[src/mask_bank_pkg.sv]
// Package of offsets, reset values and carrier types for the interrupt mask flag bank.
`default_nettype none
package mask_bank_pkg;

    // ------------------------------------------------------------
    // Register map
    // ------------------------------------------------------------
    localparam int NUM_REGS = 4;
    localparam int NUM_SRC = 32;
    localparam logic [7:0] OFS_MASK_LOW_0 = 8'hE4;
    localparam logic [7:0] OFS_MASK_HIGH_0 = 8'hE5;
    localparam logic [7:0] OFS_MASK_LOW_1 = 8'hE6;
    localparam logic [7:0] OFS_MASK_HIGH_1 = 8'hE7;
    localparam logic [7:0] MASK_RESET = 8'hFF;

    // ------------------------------------------------------------
    // Access kinds
    // ------------------------------------------------------------
    typedef enum logic [1:0] {
        ACC_BIT,
        ACC_BYTE,
        ACC_WORD
    } access_kind_t;

    typedef struct packed {
        logic valid;
        logic write;
        access_kind_t kind;
        logic [7:0] addr;
        logic [2:0] bit_sel;
        logic [15:0] wdata;
    } mask_req_t;

    typedef struct packed {
        logic valid;
        logic [15:0] rdata;
        logic hit;
    } mask_rsp_t;

endpackage
`default_nettype wire

[src/mask_byte_reg.sv]
// One 8-bit mask register with bit and byte write ports.
`timescale 1ns/100ps
`default_nettype none
module mask_byte_reg
    import mask_bank_pkg::*;
(
    // Clock and reset
    input wire logic core_clk,
    input wire logic sys_rst,
    // Write controls
    input wire logic bit_we,
    input wire logic [2:0] bit_sel,
    input wire logic bit_val,
    input wire logic byte_we,
    input wire logic [7:0] byte_val,
    // Stored value
    output logic [7:0] value
);
    logic [7:0] value_reg;
    logic [7:0] value_next;

    always_comb
    begin
        value_next = value_reg;
        if (byte_we)
        begin
            value_next = byte_val;
        end
        else if (bit_we)
        begin
            value_next[bit_sel] = bit_val;
        end
    end

    always_ff @(posedge core_clk or posedge sys_rst)
    begin
        if (sys_rst)
        begin
            value_reg <= MASK_RESET;
        end
        else
        begin
            value_reg <= value_next;
        end
    end

    assign value = value_reg;
endmodule
`default_nettype wire

[src/irq_mask_bank.sv]
// Interrupt mask flag bank: four 8-bit mask registers and the servicing gate.
`timescale 1ns/100ps
`default_nettype none
module irq_mask_bank
    import mask_bank_pkg::*;
(
    // Clock and reset
    input wire logic core_clk,
    input wire logic sys_rst,
    // Register access from the core
    input wire mask_req_t req,
    output mask_rsp_t rsp,
    // Request flags from the request flag registers
    input wire logic [NUM_SRC-1:0] req_flags,
    // Sources allowed on to the priority logic
    output logic [NUM_SRC-1:0] service_ok
);

    // ------------------------------------------------------------
    // Address decode
    // ------------------------------------------------------------
    function automatic logic [2:0] reg_index(input logic [7:0] a);
        logic [2:0] r;
        r = 3'h4;
        case (a)
            OFS_MASK_LOW_0: r = 3'h0;
            OFS_MASK_HIGH_0: r = 3'h1;
            OFS_MASK_LOW_1: r = 3'h2;
            OFS_MASK_HIGH_1: r = 3'h3;
            default: r = 3'h4;
        endcase
        return r;
    endfunction

    logic [2:0] idx;
    logic idx_hit;
    logic word_ok;
    logic [7:0] mask_q [NUM_REGS];
    logic [NUM_SRC-1:0] mask_flat;
    logic [NUM_REGS-1:0] bit_we;
    logic [NUM_REGS-1:0] byte_we;
    logic [7:0] byte_val [NUM_REGS];

    assign idx = reg_index(req.addr);
    assign idx_hit = (idx != 3'h4);
    // A word access must name the low register of a pair.
    assign word_ok = idx_hit && (idx[0] == 1'b0);

    // ------------------------------------------------------------
    // Register bank
    // ------------------------------------------------------------
    genvar g;
    generate
        for (g = 0; g < NUM_REGS; g++)
        begin : g_reg
            always_comb
            begin
                bit_we[g] = 1'b0;
                byte_we[g] = 1'b0;
                byte_val[g] = req.wdata[7:0];
                if (req.valid && req.write && idx_hit)
                begin
                    case (req.kind)
                        ACC_BIT: bit_we[g] = (idx == 3'(g));
                        ACC_BYTE: byte_we[g] = (idx == 3'(g));
                        ACC_WORD:
                        begin
                            // Both halves land in the same cycle.
                            byte_we[g] = word_ok && (idx[2:1] == 2'(g / 2));
                            byte_val[g] = (g % 2 == 1) ? req.wdata[15:8] : req.wdata[7:0];
                        end
                        default: byte_we[g] = 1'b0;
                    endcase
                end
            end

            mask_byte_reg mask_byte_reg_i (
                .core_clk(core_clk),
                .sys_rst(sys_rst),
                .bit_we(bit_we[g]),
                .bit_sel(req.bit_sel),
                .bit_val(req.wdata[0]),
                .byte_we(byte_we[g]),
                .byte_val(byte_val[g]),
                .value(mask_q[g])
            );
            assign mask_flat[g*8 +: 8] = mask_q[g];
        end
    endgenerate

    // ------------------------------------------------------------
    // Read response and servicing gate
    // ------------------------------------------------------------
    mask_rsp_t rsp_reg;
    mask_rsp_t rsp_next;
    logic [NUM_SRC-1:0] ok_reg;
    logic [NUM_SRC-1:0] ok_next;

    always_comb
    begin
        rsp_next = '0;
        rsp_next.valid = req.valid;
        if (req.valid)
        begin
            if (req.kind == ACC_WORD)
            begin
                rsp_next.hit = word_ok;
                if (word_ok)
                begin
                    rsp_next.rdata = {mask_q[{idx[1], 1'b1}], mask_q[{idx[1], 1'b0}]};
                end
            end
            else
            begin
                rsp_next.hit = idx_hit;
                if (idx_hit && req.kind == ACC_BIT)
                begin
                    rsp_next.rdata = {15'h0, mask_q[idx[1:0]][req.bit_sel]};
                end
                else if (idx_hit)
                begin
                    rsp_next.rdata = {8'h00, mask_q[idx[1:0]]};
                end
            end
        end
        // Flags pass through unchanged; masked ones simply never reach servicing.
        ok_next = req_flags & ~mask_flat;
    end

    always_ff @(posedge core_clk or posedge sys_rst)
    begin
        if (sys_rst)
        begin
            rsp_reg <= '0;
            ok_reg <= '0;
        end
        else
        begin
            rsp_reg <= rsp_next;
            ok_reg <= ok_next;
        end
    end

    assign rsp = rsp_reg;
    assign service_ok = ok_reg;

    // ------------------------------------------------------------
    // Checks
    // ------------------------------------------------------------
    property p_gate;
        @(posedge core_clk) disable iff (sys_rst)
        1'b1 |=> service_ok == ($past(req_flags) & ~$past(mask_flat));
    endproperty
    a_gate: assert property (p_gate) else $error("service gate mismatch");

    property p_masked_blocked;
        @(posedge core_clk) disable iff (sys_rst)
        mask_flat[0] |=> !service_ok[0];
    endproperty
    a_masked_blocked: assert property (p_masked_blocked) else $error("masked source served");

    property p_bit_write;
        @(posedge core_clk) disable iff (sys_rst)
        (req.valid && req.write && req.kind == ACC_BIT && req.addr == OFS_MASK_LOW_1)
        |=> mask_q[2][$past(req.bit_sel)] == $past(req.wdata[0])
            && (mask_q[3] == $past(mask_q[3]));
    endproperty
    a_bit_write: assert property (p_bit_write) else $error("bit write wrong");

    // A bit write must leave the seven neighbouring bits of its register alone.
    property p_bit_keep;
        @(posedge core_clk) disable iff (sys_rst)
        (req.valid && req.write && req.kind == ACC_BIT && req.addr == OFS_MASK_LOW_1)
        |=> (mask_q[2] & ~(8'h01 << $past(req.bit_sel)))
            == ($past(mask_q[2]) & ~(8'h01 << $past(req.bit_sel)));
    endproperty
    a_bit_keep: assert property (p_bit_keep) else $error("bit write disturbed neighbours");

    property p_byte_write;
        @(posedge core_clk) disable iff (sys_rst)
        (req.valid && req.write && req.kind == ACC_BYTE && req.addr == OFS_MASK_HIGH_1)
        |=> mask_q[3] == $past(req.wdata[7:0]);
    endproperty
    a_byte_write: assert property (p_byte_write) else $error("byte write wrong");

    property p_word_write;
        @(posedge core_clk) disable iff (sys_rst)
        (req.valid && req.write && req.kind == ACC_WORD && req.addr == OFS_MASK_LOW_1)
        |=> {mask_q[3], mask_q[2]} == $past(req.wdata);
    endproperty
    a_word_write: assert property (p_word_write) else $error("word write wrong");

    // A word aimed at the high register of a pair is refused and changes nothing.
    property p_word_refused;
        @(posedge core_clk) disable iff (sys_rst)
        (req.valid && req.write && req.kind == ACC_WORD && req.addr == OFS_MASK_HIGH_0)
        |=> (mask_q[0] == $past(mask_q[0])) && (mask_q[1] == $past(mask_q[1]));
    endproperty
    a_word_refused: assert property (p_word_refused) else $error("refused word wrote");

    property p_word_read;
        @(posedge core_clk) disable iff (sys_rst)
        (req.valid && !req.write && req.kind == ACC_WORD && req.addr == OFS_MASK_LOW_0)
        |=> rsp.rdata == {$past(mask_q[1]), $past(mask_q[0])};
    endproperty
    a_word_read: assert property (p_word_read) else $error("word read wrong");

    property p_reset_ones;
        @(posedge core_clk)
        $fell(sys_rst) |-> mask_flat == {NUM_SRC{1'b1}};
    endproperty
    a_reset_ones: assert property (p_reset_ones) else $error("reset value wrong");

    c_word: cover property (@(posedge core_clk) req.valid && req.kind == ACC_WORD && word_ok);
    c_bit: cover property (@(posedge core_clk) req.valid && req.write && req.kind == ACC_BIT);
    c_serve: cover property (@(posedge core_clk) |service_ok);
    c_reset: cover property (@(posedge core_clk) $fell(sys_rst));
    c_refused: cover property (@(posedge core_clk) req.valid && !idx_hit);
endmodule
`default_nettype wire

[config.mk]
export PLATFORM = sky130hd
export DESIGN_NAME = irq_mask_bank
export DESIGN_NICKNAME = d
export VERILOG_FILES = /design/src/mask_bank_pkg.sv /design/src/mask_byte_reg.sv /design/src/irq_mask_bank.sv
export SDC_FILE = /design/constraint.sdc
export NUM_CORES = 1
export LEC_CHECK = 0
export BUFFER_PORTS_ARGS = -buffer_cell sky130_fd_sc_hd__buf_2
export CAP_MARGIN = 25
export CORE_ASPECT_RATIO = 0.9
export CORE_UTILIZATION = 32
export CTS_BUF_LIST = sky130_fd_sc_hd__clkbuf_8
export DETAILED_ROUTE_END_ITERATION = 6
export SLEW_MARGIN = 20
export SYNTH_ARGS = -nofsm -noshare
export SYNTH_HDL_FRONTEND = slang
export SYNTH_SLANG_ARGS = --single-unit
[constraint.sdc]
create_clock -name core_clk -period 3.55 [get_ports core_clk]
set_input_delay 0.5325 -clock core_clk [delete_from_list [all_inputs] [get_ports core_clk]]
set_output_delay 0.5325 -clock core_clk [all_outputs]
set_load 0.01 [all_outputs]
After elaboration in Yosys (flattened, before gate mapping)
Cells that the tools add are included.
Widths: inputs -> output; s select.
{"block": "totals", "regBits": 82, "wordCells": 93}
{"block": "op_classes", "order_cmp": 5, "eq_ne": 11, "mux": 49, "bitwise": 6, "n_reduce_logical": 14}
{"operator": "$mux 8", "n": 18}
{"operator": "$bmux 8 s2", "n": 3}
{"operator": "$mux 17", "n": 2}
{"operator": "$and 32x32->32", "n": 1}
{"operator": "$bwmux 8", "n": 4}
{"operator": "$eq 8x8->1 const B", "n": 4}
{"operator": "$not 32->32", "n": 1}
{"operator": "$mux 16", "n": 1}
{"operator": "$mux 1", "n": 14}
{"operator": "$pmux 3 s4", "n": 1}
{"operator": "$ge 3x3->1 const B", "n": 3}
{"operator": "$not 2->3", "n": 3}
{"operator": "$pmux 1 s2", "n": 4}
{"operator": "$reduce_bool 2->1", "n": 4}
{"operator": "$logic_and 1x1->1", "n": 7}
{"operator": "$eq 3x2->1 const B", "n": 2}
{"operator": "$eq 2x1->1 const B", "n": 2}
{"operator": "$logic_not 2->1", "n": 2}
{"operator": "$lt 3x4->1 const B", "n": 1}
{"operator": "$bmux 1 s3", "n": 1}
{"operator": "$demux 1 s3", "n": 1}
{"operator": "$eq 3x1->1 const B", "n": 1}
{"operator": "$ge 3x1->1 const B", "n": 1}
{"operator": "$logic_not 3->1", "n": 1}
{"operator": "other kinds (3)", "n": 3}

Longest topological paths before layout
Gate-level depths: netlist of the first run.
{"block": "logic_depth", "word_depth": 11, "ltp_mapped": 9, "depth_no_buf": 8}

Modules after synthesis
From an unflattened synthesis of the first run, not the netlist that was laid out.
{"block": "hier_totals", "hier_cells": 431, "area_unflattened_um2": 4495.6}
{"mod": "irq_mask_bank", "instances": 1, "cells_each": 259, "area_per_inst_um2": 2663.8, "seq_area_each_um2": 1251.2}
{"mod": "mask_byte_reg", "instances": 4, "cells_each": 43, "area_per_inst_um2": 457.9, "seq_area_each_um2": 210.2}

Worst setup path before layout of the first run
OpenSTA, ideal clock, no wires.
{"block": "synth_path", "path_type": "input-to-reg", "from": "in req[27] (netlist name)", "to": "reg g_reg[2].mask_byte_reg_i.value_reg[0]", "setup_time_ns": 0.085, "t_arrival_ns": 2.280, "path_slack_ns": 1.186, "path_stages": 8, "n_path_buf": 1, "cell_sequence": "inv_1 ha_1 inv_1 or4_1 or3_1 buf_2 o21ai_1 mux2_1"}
{"block": "synth_between", "elab_chain_len": 4, "word_cells_on_any_way": 9, "classes_between": "2 x eq/ne; 5 x mux; 2 x reduce/logical"}
{"element": "from (decl)", "line": "irq_mask_bank.sv:11", "source": "input wire mask_req_t req,"}
{"element": "$eq 2x2->1, or another cell as far along", "line": "irq_mask_bank.sv:63", "source": "case (req.kind)"}
{"element": "$pmux 1 s2 / $mux 1 (equally long branches)", "line": "irq_mask_bank.sv:63"}
{"element": "$mux 1", "line": "irq_mask_bank.sv:61", "source": "if (req.valid && req.write && idx_hit)"}
{"element": "$mux 8 / $reduce_bool 2->1 (equally long branches)"}
{"element": "to (signal assigned)", "line": "mask_byte_reg.sv:43", "source": "value_reg <= value_next;"}
{"element": "to (decl)", "line": "mask_byte_reg.sv:19", "source": "logic [7:0] value_reg;"}
Parallel ways exist; a longest one is shown, timed or not.
A chain may end at the register's enable or synchronous reset.

Worst setup path in the final report of the first run
{"block": "layout_path", "from": "in req[27] (netlist name)", "to": "reg g_reg[3].mask_byte_reg_i.value_reg[4]"}
{"block": "layout_between", "elab_chain_len": 4, "word_cells_on_any_way": 11, "classes_between": "2 x eq/ne; 7 x mux; 2 x reduce/logical"}
{"element": "$eq 2x2->1, or another cell as far along", "line": "irq_mask_bank.sv:63"}
{"element": "$pmux 1 s2, or another cell as far along", "line": "irq_mask_bank.sv:63"}
{"element": "$mux 1 / $mux 8 (equally long branches)", "line": "irq_mask_bank.sv:61"}
{"element": "$mux 8 / $reduce_bool 2->1 (equally long branches)"}
{"element": "to (signal assigned)", "line": "mask_byte_reg.sv:43"}
{"element": "to (decl)", "line": "mask_byte_reg.sv:19"}
Parallel ways exist; a longest one is shown, timed or not.

==> flow_summary.toml, run 1 <==
[grt]
antenna_found_initial = 0
grt_overflow = 0
grt_pass1_wl_um = 20150
grt_usage = 0.1893
grt_pass1_vias = 3746
grt_max_degree = 48

[synth]
synth-seq-cells = 82
synth_cells = 427
synth-warning-count = 0
synthArstFlopShare = 1.000
seq_area_frac_synth = 0.4823
synth_enable_flop_cells = 0
synth_ff_type = "dfrtp_1"
syn_avg_cell_area_um2 = 10.16
yosysUniqueCellTypes = 50
netlist_area_mm2 = 0.004338
synth.net_count = 495

[clocking]
root_buffer = "clkbuf_8"
tritoncts = "built"
clk_pin_slew_ns = 0.08
clk_latency_ns = 0.36
cts_hold_buf = 0
clock_path_buffers = 2
cts_resized = 0
htree_levels = 3
cts_setup_buffers = 0
cts_num_sinks = 82
numCtsBuffers = 9

[run_status]
status = "complete, no violations"

[sta]
tns_ns = 0
grt_setup_unrepaired = "false"
finalMaxSlewViolations = 0
max_freq_mhz = 394.0
hold_violations = 0
fin_crit_sh = 0.7149
setup_viol = 0
tightest_slew_ns = 0.6635
clock_skew_ns = 0.004489
slew_headroom = 0.5553
timing.final.crit_period_ns = 2.538

[setup_path]
crit_path_top_delay_cell = "nand4_1"
arrival_ns = 2.83
path_cells = "buf_2, inv_1, ha_1, buf_4, mux2_2, and4_1, nand3_1, buf_4, nand4_1, nor2_1, mux2_2"
crit_type = "input port to register"
slowest_delay_ns = 0.38
cp-start-kind = "input port"
crit_fanout = 17
critPathRequiredTime_ns = 3.84
cp-end-kind = "register"

[floorplanning]
io-pin-count = 115
die-area_mm2 = 0.01403
initial_utilization = 0.3355
fp.dieH_um = 112.5
core-area_mm2 = 0.01293
num_rows = 39
die_x_um = 124.7

[drt]
drc = 0
viasPerCell = 5.185
drtPass1Iterations = 5
drtIter0Drc = 183
final_antenna_net_count = 0
drt_wl_total_um = 12940
wire_per_inst_um = 18.28
vias = 3671

[layout]
syn2layout_area_growth_pct = 21.34
finalNonFillerCells = 708
mostFrequentLayoutCell = "buf_2"
num-fill-cells = 1279
diodes = 0
layout_common_cells = "buf_2, nor2_1, mux2i_1"
drive_above_1_share = 0.3621
nNetsFinal = 607

[power_and_ir_drop]
p_clk_frac = 0.348
seq_power_share = 0.542
p_leak_nw = 2.399
sw_frac_of_total = 0.2498
combPwrFrac = 0.110
peakVddDrop_mv = 0.2356
p_switching_mw = 0.4484
p_int_mw = 1.346
power_density_mw_per_mm2 = 340.9

[min_path]
hold_class = "input port to asynchronous set/reset pin"

[placed_design]
gp_congestion = 0.9184
place_inst = 692
post-dp-hpwl_um = 9813
portBuffers = 114

[run]
cap_violations = 0
## final timing paths
kind	start	endpoint	slack, ns	depth (start not counted)
worst max-delay path	req[27]	g_reg[3].mask_byte_reg_i.value[4]$_DFFE_PP1P_	1.01	11
worst min-delay path	sys_rst	service_ok[8]$_DFF_PP0_	0.03	2
worst max register to register	g_reg[0].mask_byte_reg_i.value[3]$_DFFE_PP1P_	rsp[1]$_DFF_PP0_	1.49	6
worst min register to register	g_reg[3].mask_byte_reg_i.value[2]$_DFFE_PP1P_	service_ok[26]$_DFF_PP0_	0.52	1
max in group asynchronous	sys_rst	service_ok[19]$_DFF_PP0_	2.72	3
min in group core_clk	req[30]	rsp[17]$_DFF_PP0_	0.38	1
## routing by layer
layer / vias to the layer above / part of all wire / track usage
met5: - / 0 / 0
met4: 0 / 0.018 / 0.05944
met3: 15 / 0.058 / 0.05815
met2: 129 / 0.46 / 0.3002
met1: 1810 / 0.47 / 0.2469
li1: 1717 / - / -
## worst max-delay path: cells and delay by family
family / cells / cell delay, ns
simple gates: 4 / 0.90
fa+ha+maj: 1 / 0.20
buf+inv: 4 / 0.55
mux: 2 / 0.64
## power by group through the flow
stage | clock network, mW | registers (mW) | logic, mW
CTS | 0.654 | 0.973 | 0.200
global route | 0.688 | 0.975 | 0.219
floorplan | 0 | 1.00 | 0.0933
finish | 0.625 | 0.972 | 0.197
detailed placement | 0 | 0.990 | 0.199
global placement | 0 | 0.989 | 0.197
## Yosys cell counts (2+ instances only)
| library cell | number | area (um^2) |
|---|---|---|
| o21ai_0 | 16 | 80.08 |
| mux4_2 | 2 | 45.04 |
| dfrtp_1 | 50 | 1251 |
| inv_1 | 9 | 33.78 |
| a221oi_1 | 3 | 26.28 |
| nor2_1 | 57 | 214.0 |
| or2_2 | 2 | 12.51 |
| nor2b_1 | 33 | 206.5 |
| nand4_1 | 3 | 18.77 |
| nor3b_1 | 2 | 15.01 |
| a211oi_1 | 3 | 22.52 |
| nand4b_1 | 2 | 17.52 |
| a21oi_1 | 27 | 135.1 |
| o211ai_1 | 2 | 15.01 |
| nand3b_1 | 4 | 30.03 |
| mux2i_1 | 54 | 540.5 |
| or4_1 | 2 | 15.01 |
| nand2_1 | 27 | 101.4 |
| nor2_2 | 8 | 50.05 |
| ha_1 | 3 | 37.54 |
| dfstp_2 | 32 | 840.8 |
| o2111ai_1 | 4 | 35.03 |
| a22oi_1 | 2 | 15.01 |
| mux2_2 | 15 | 168.9 |
| nand2b_1 | 5 | 31.28 |
| clkbuf_1 | 13 | 48.80 |
| buf_2 | 5 | 25.02 |
| or3_1 | 7 | 43.79 |
| nand3_1 | 6 | 30.03 |
| nor3_1 | 8 | 40.04 |
| a221o_1 | 2 | 20.02 |
## per-stage QoR
step | area, um^2 | power (mW) | worst slack [ns] | utilization | hold WS (ns)
after floorplan | 4338 | 1.093 | 0.9620 | - | 0.4794
after global placement | 5081 | 1.186 | 0.6957 | 0.3929 | 0.4157
after detailed placement | 5081 | 1.189 | 0.6617 | 0.3929 | 0.4177
after CTS | 5264 | 1.826 | 1.047 | 0.4071 | 0.01038
after global routing | 5264 | 1.883 | 0.8803 | 0.4071 | 0.01095
final | 5264 | 1.795 | 1.012 | 0.4071 | 0.02977
## final cells by class
class	instances	area, um^2	area share
clock inverter	4	17.52	0.003328
sequential	82	2092	0.3974
multi-input combinational	315	2118	0.4024
clock buffer	12	165.2	0.03138
tap	164	205.2	0.03898
timing repair buffer	122	630.6	0.1198
inverter	9	35.03	0.006656
## cell families after synthesis
group | count (synthesis) | synth area share
compound gates | 68 | 0.09720
fa+ha+maj | 3 | 0.008654
buf+inv | 30 | 0.02942
flops | 82 | 0.4823
mux | 72 | 0.1765
simple gates | 172 | 0.2059
(Power assumes the default switching activity.)
==> run 2: changes to the inputs <==
--- a/config.mk
+++ b/config.mk
@@ -5,6 +5,7 @@
 export SDC_FILE = /design/constraint.sdc
 export NUM_CORES = 1
 export LEC_CHECK = 0
+export ABC_AREA = 1
 export BUFFER_PORTS_ARGS = -buffer_cell sky130_fd_sc_hd__buf_2
 export CAP_MARGIN = 25
 export CORE_ASPECT_RATIO = 0.9
==> constraint.sdc (replaced) <==
create_clock -name core_clk -period 2.6 [get_ports core_clk]
set_input_delay 0.39 -clock core_clk [delete_from_list [all_inputs] [get_ports core_clk]]
set_output_delay 0.39 -clock core_clk [all_outputs]
set_load 0.01 [all_outputs]
==> run 2 against run 1 <==
Sequential cell count unchanged; first-iteration DRC count is 110% higher; non-clock buffer count is 9 higher; combinational power increased by 34%.
==> flow_summary.toml, run 2 <==
[setup_path]
r2r_setup_slack_ns = 1.05
cp-start-kind = "input port"
critPathRequiredTime_ns = 2.89
arrival_ns = 2.19
crit_type = "input port to register"
r2r-end = "rsp[1]$_DFF_PP0_"
crit_fanout = 11
r2r_cells = 12
cp-end-kind = "register"
r2r_start = "g_reg[3].mask_byte_reg_i.value[3]$_DFFE_PP1P_"

[clocking]
clk_pin_slew_ns = 0.08
clock_path_buffers = 2
cts_hold_buf = 0
cts_setup_buffers = 0
root_buffer = "clkbuf_8"
tritoncts = "built"
htree_levels = 3
numCtsBuffers = 9
cts_resized = 0
cts_num_sinks = 82
clk_latency_ns = 0.38

[sta]
max_freq_mhz = 526.6
hold_violations = 0
fin_crit_sh = 0.7304
slew_headroom = 0.4799
holdWs_ns = 0.09628
timing.final.crit_period_ns = 1.899
grt_setup_unrepaired = "false"
tightest_slew_ns = 0.7742
setup_viol = 0
finalMaxSlewViolations = 0
tns_ns = 0
clock_skew_ns = 0.01338

[layout]
mostFrequentLayoutCell = "buf_2"
stdcell_area_mm2 = 0.005413
finalNonFillerCells = 853
final_core_util = 0.4035
layout_common_cells = "buf_2, inv_1, nand2_1"
num-fill-cells = 1406
drive_above_1_share = 0.3022
syn2layout_area_growth_pct = 22.34
diodes = 0
nNetsFinal = 748

[drt]
viasPerCell = 5.015
wire_per_inst_um = 17.06
drtPass1Iterations = 7
drtIter0Drc = 379
final_antenna_net_count = 0
vias = 4278
drc = 0
drt_wl_total_um = 14560

[placed_design]
portBuffers = 114
place_inst = 837
place_area_mm2 = 0.005239
post-dp-hpwl_um = 11090
gp_congestion = 0.9134

[power_and_ir_drop]
power_density_mw_per_mm2 = 448.1
p_switching_mw = 0.6446
peakVddDrop_mv = 0.2391
seq_power_share = 0.539
p_clk_frac = 0.352
sw_frac_of_total = 0.2658
p_leak_nw = 2.808
p_int_mw = 1.781
combPwrFrac = 0.109

[floorplanning]
core-area_mm2 = 0.01341
io-pin-count = 115
die-area_mm2 = 0.01430
fp.dieH_um = 113.6
num_rows = 40
initial_utilization = 0.3299
die_x_um = 125.9

[synth]
synthArstFlopShare = 1.000
synth_enable_flop_cells = 0
synth_cells = 556
synth-seq-cells = 82
synth_top_area_frac = 0.2828
synth.net_count = 624
synth_top_area_cell = "dfrtp_1"
netlist_area_mm2 = 0.004424
synth_area_leaders = "dfrtp_1, dfstp_2, inv_1"
synth-warning-count = 0
synth_ff_type = "dfrtp_1"
yosysUniqueCellTypes = 37
seq_area_frac_synth = 0.4729
syn_avg_cell_area_um2 = 7.957
synthTopCellsByCount = "inv_1, nand2_1, nor2_1, dfrtp_1, nand3_1"

[grt]
grt_pass1_wl_um = 22680
grt_pass1_vias = 4168
antenna_found_initial = 0
grt_max_degree = 45
grt_overflow = 0
grt_usage = 0.2129

[run]
cap_violations = 0

[min_path]
hold_class = "input port to asynchronous set/reset pin"

[run_status]
status = "complete, no violations"
run 2: critical path: stages:
cell and delay (ns):
buf_2 0.09, inv_1 0.04, nand2_1 0.07, nor2_4 0.18
buf_4 0.22, nand2_1 0.13, inv_2 0.15, nand2_1 0.10
nand2_4 0.12, nand2_1 0.23, o21ai_1 0.18, a21oi_1 0.06
a31oi_1 0.20
run 2: cell families after synthesis:
kind of cell	Yosys count	share of synthesized area
AO/OA/AOI/OAI	99	0.1321
AND/OR/NAND/NOR	255	0.2783
adder cells (fa/ha/maj)	3	0.008485
flip-flops	82	0.4729
buffers and inverters	117	0.1083
run 2: through the flow:
step	worst slack, ns	power, mW
floorplan	0.1545	1.458
global placement	0.4094	1.592
detailed placement	0.3154	1.597
CTS	0.7175	2.463
global route	0.5183	2.536
finish	0.7010	2.425
run 2: how the worst max path moves through the flow:
stage                       start                                            end  slack, ns  cells after the start
final                     req[23]  g_reg[1].mask_byte_reg_i.value[2]$_DFFE_PP1P_       0.70                     13
after global routing      req[23]  g_reg[0].mask_byte_reg_i.value[0]$_DFFE_PP1P_       0.52                     13
after CTS                 req[23]  g_reg[1].mask_byte_reg_i.value[2]$_DFFE_PP1P_       0.72                     13
after detailed placement  req[23]  g_reg[1].mask_byte_reg_i.value[2]$_DFFE_PP1P_       0.32                     13
after global placement    req[23]  g_reg[1].mask_byte_reg_i.value[2]$_DFFE_PP1P_       0.41                     13
after floorplan           sys_rst                               rsp[0]$_DFF_PP0_       0.15                      1
run 2: final cells by class:
| cell class | instances | area, um^2 | share of cell area |
|---|---|---|---|
| clock buffers | 11 | 151.4 | 0.02797 |
| clock inverters | 5 | 22.52 | 0.004161 |
| inverters | 99 | 372.9 | 0.06889 |
| multi-input cells | 357 | 1853 | 0.3423 |
| flip-flops and latches | 82 | 2092 | 0.3865 |
| well taps | 168 | 210.2 | 0.03884 |
| repair buffers | 131 | 710.7 | 0.1313 |
run 2: layer usage:
| metal | up-vias | wire length (um) | share of wire | GRT usage |
|---|---|---|---|---|
| li1 | 2061 | - | - | - |
| met1 | 2011 | 6673 | 0.46 | 0.2928 |
| met2 | 181 | 6481 | 0.45 | 0.3293 |
| met3 | 25 | 1027 | 0.071 | 0.03893 |
| met4 | 0 | 375 | 0.026 | 0.09076 |
| met5 | - | 0 | 0 | 0 |
run 2: power groups by stage:
stage          Combinational (mW)  Sequential [mW]  Clock [mW]
4_1_cts                     0.267             1.31       0.888
6_report                    0.264             1.31       0.854
2_1_floorplan               0.113             1.34           0
3_5_place_dp                0.266             1.33           0
3_3_place_gp                0.262             1.33           0
5_1_grt                     0.295             1.31       0.931
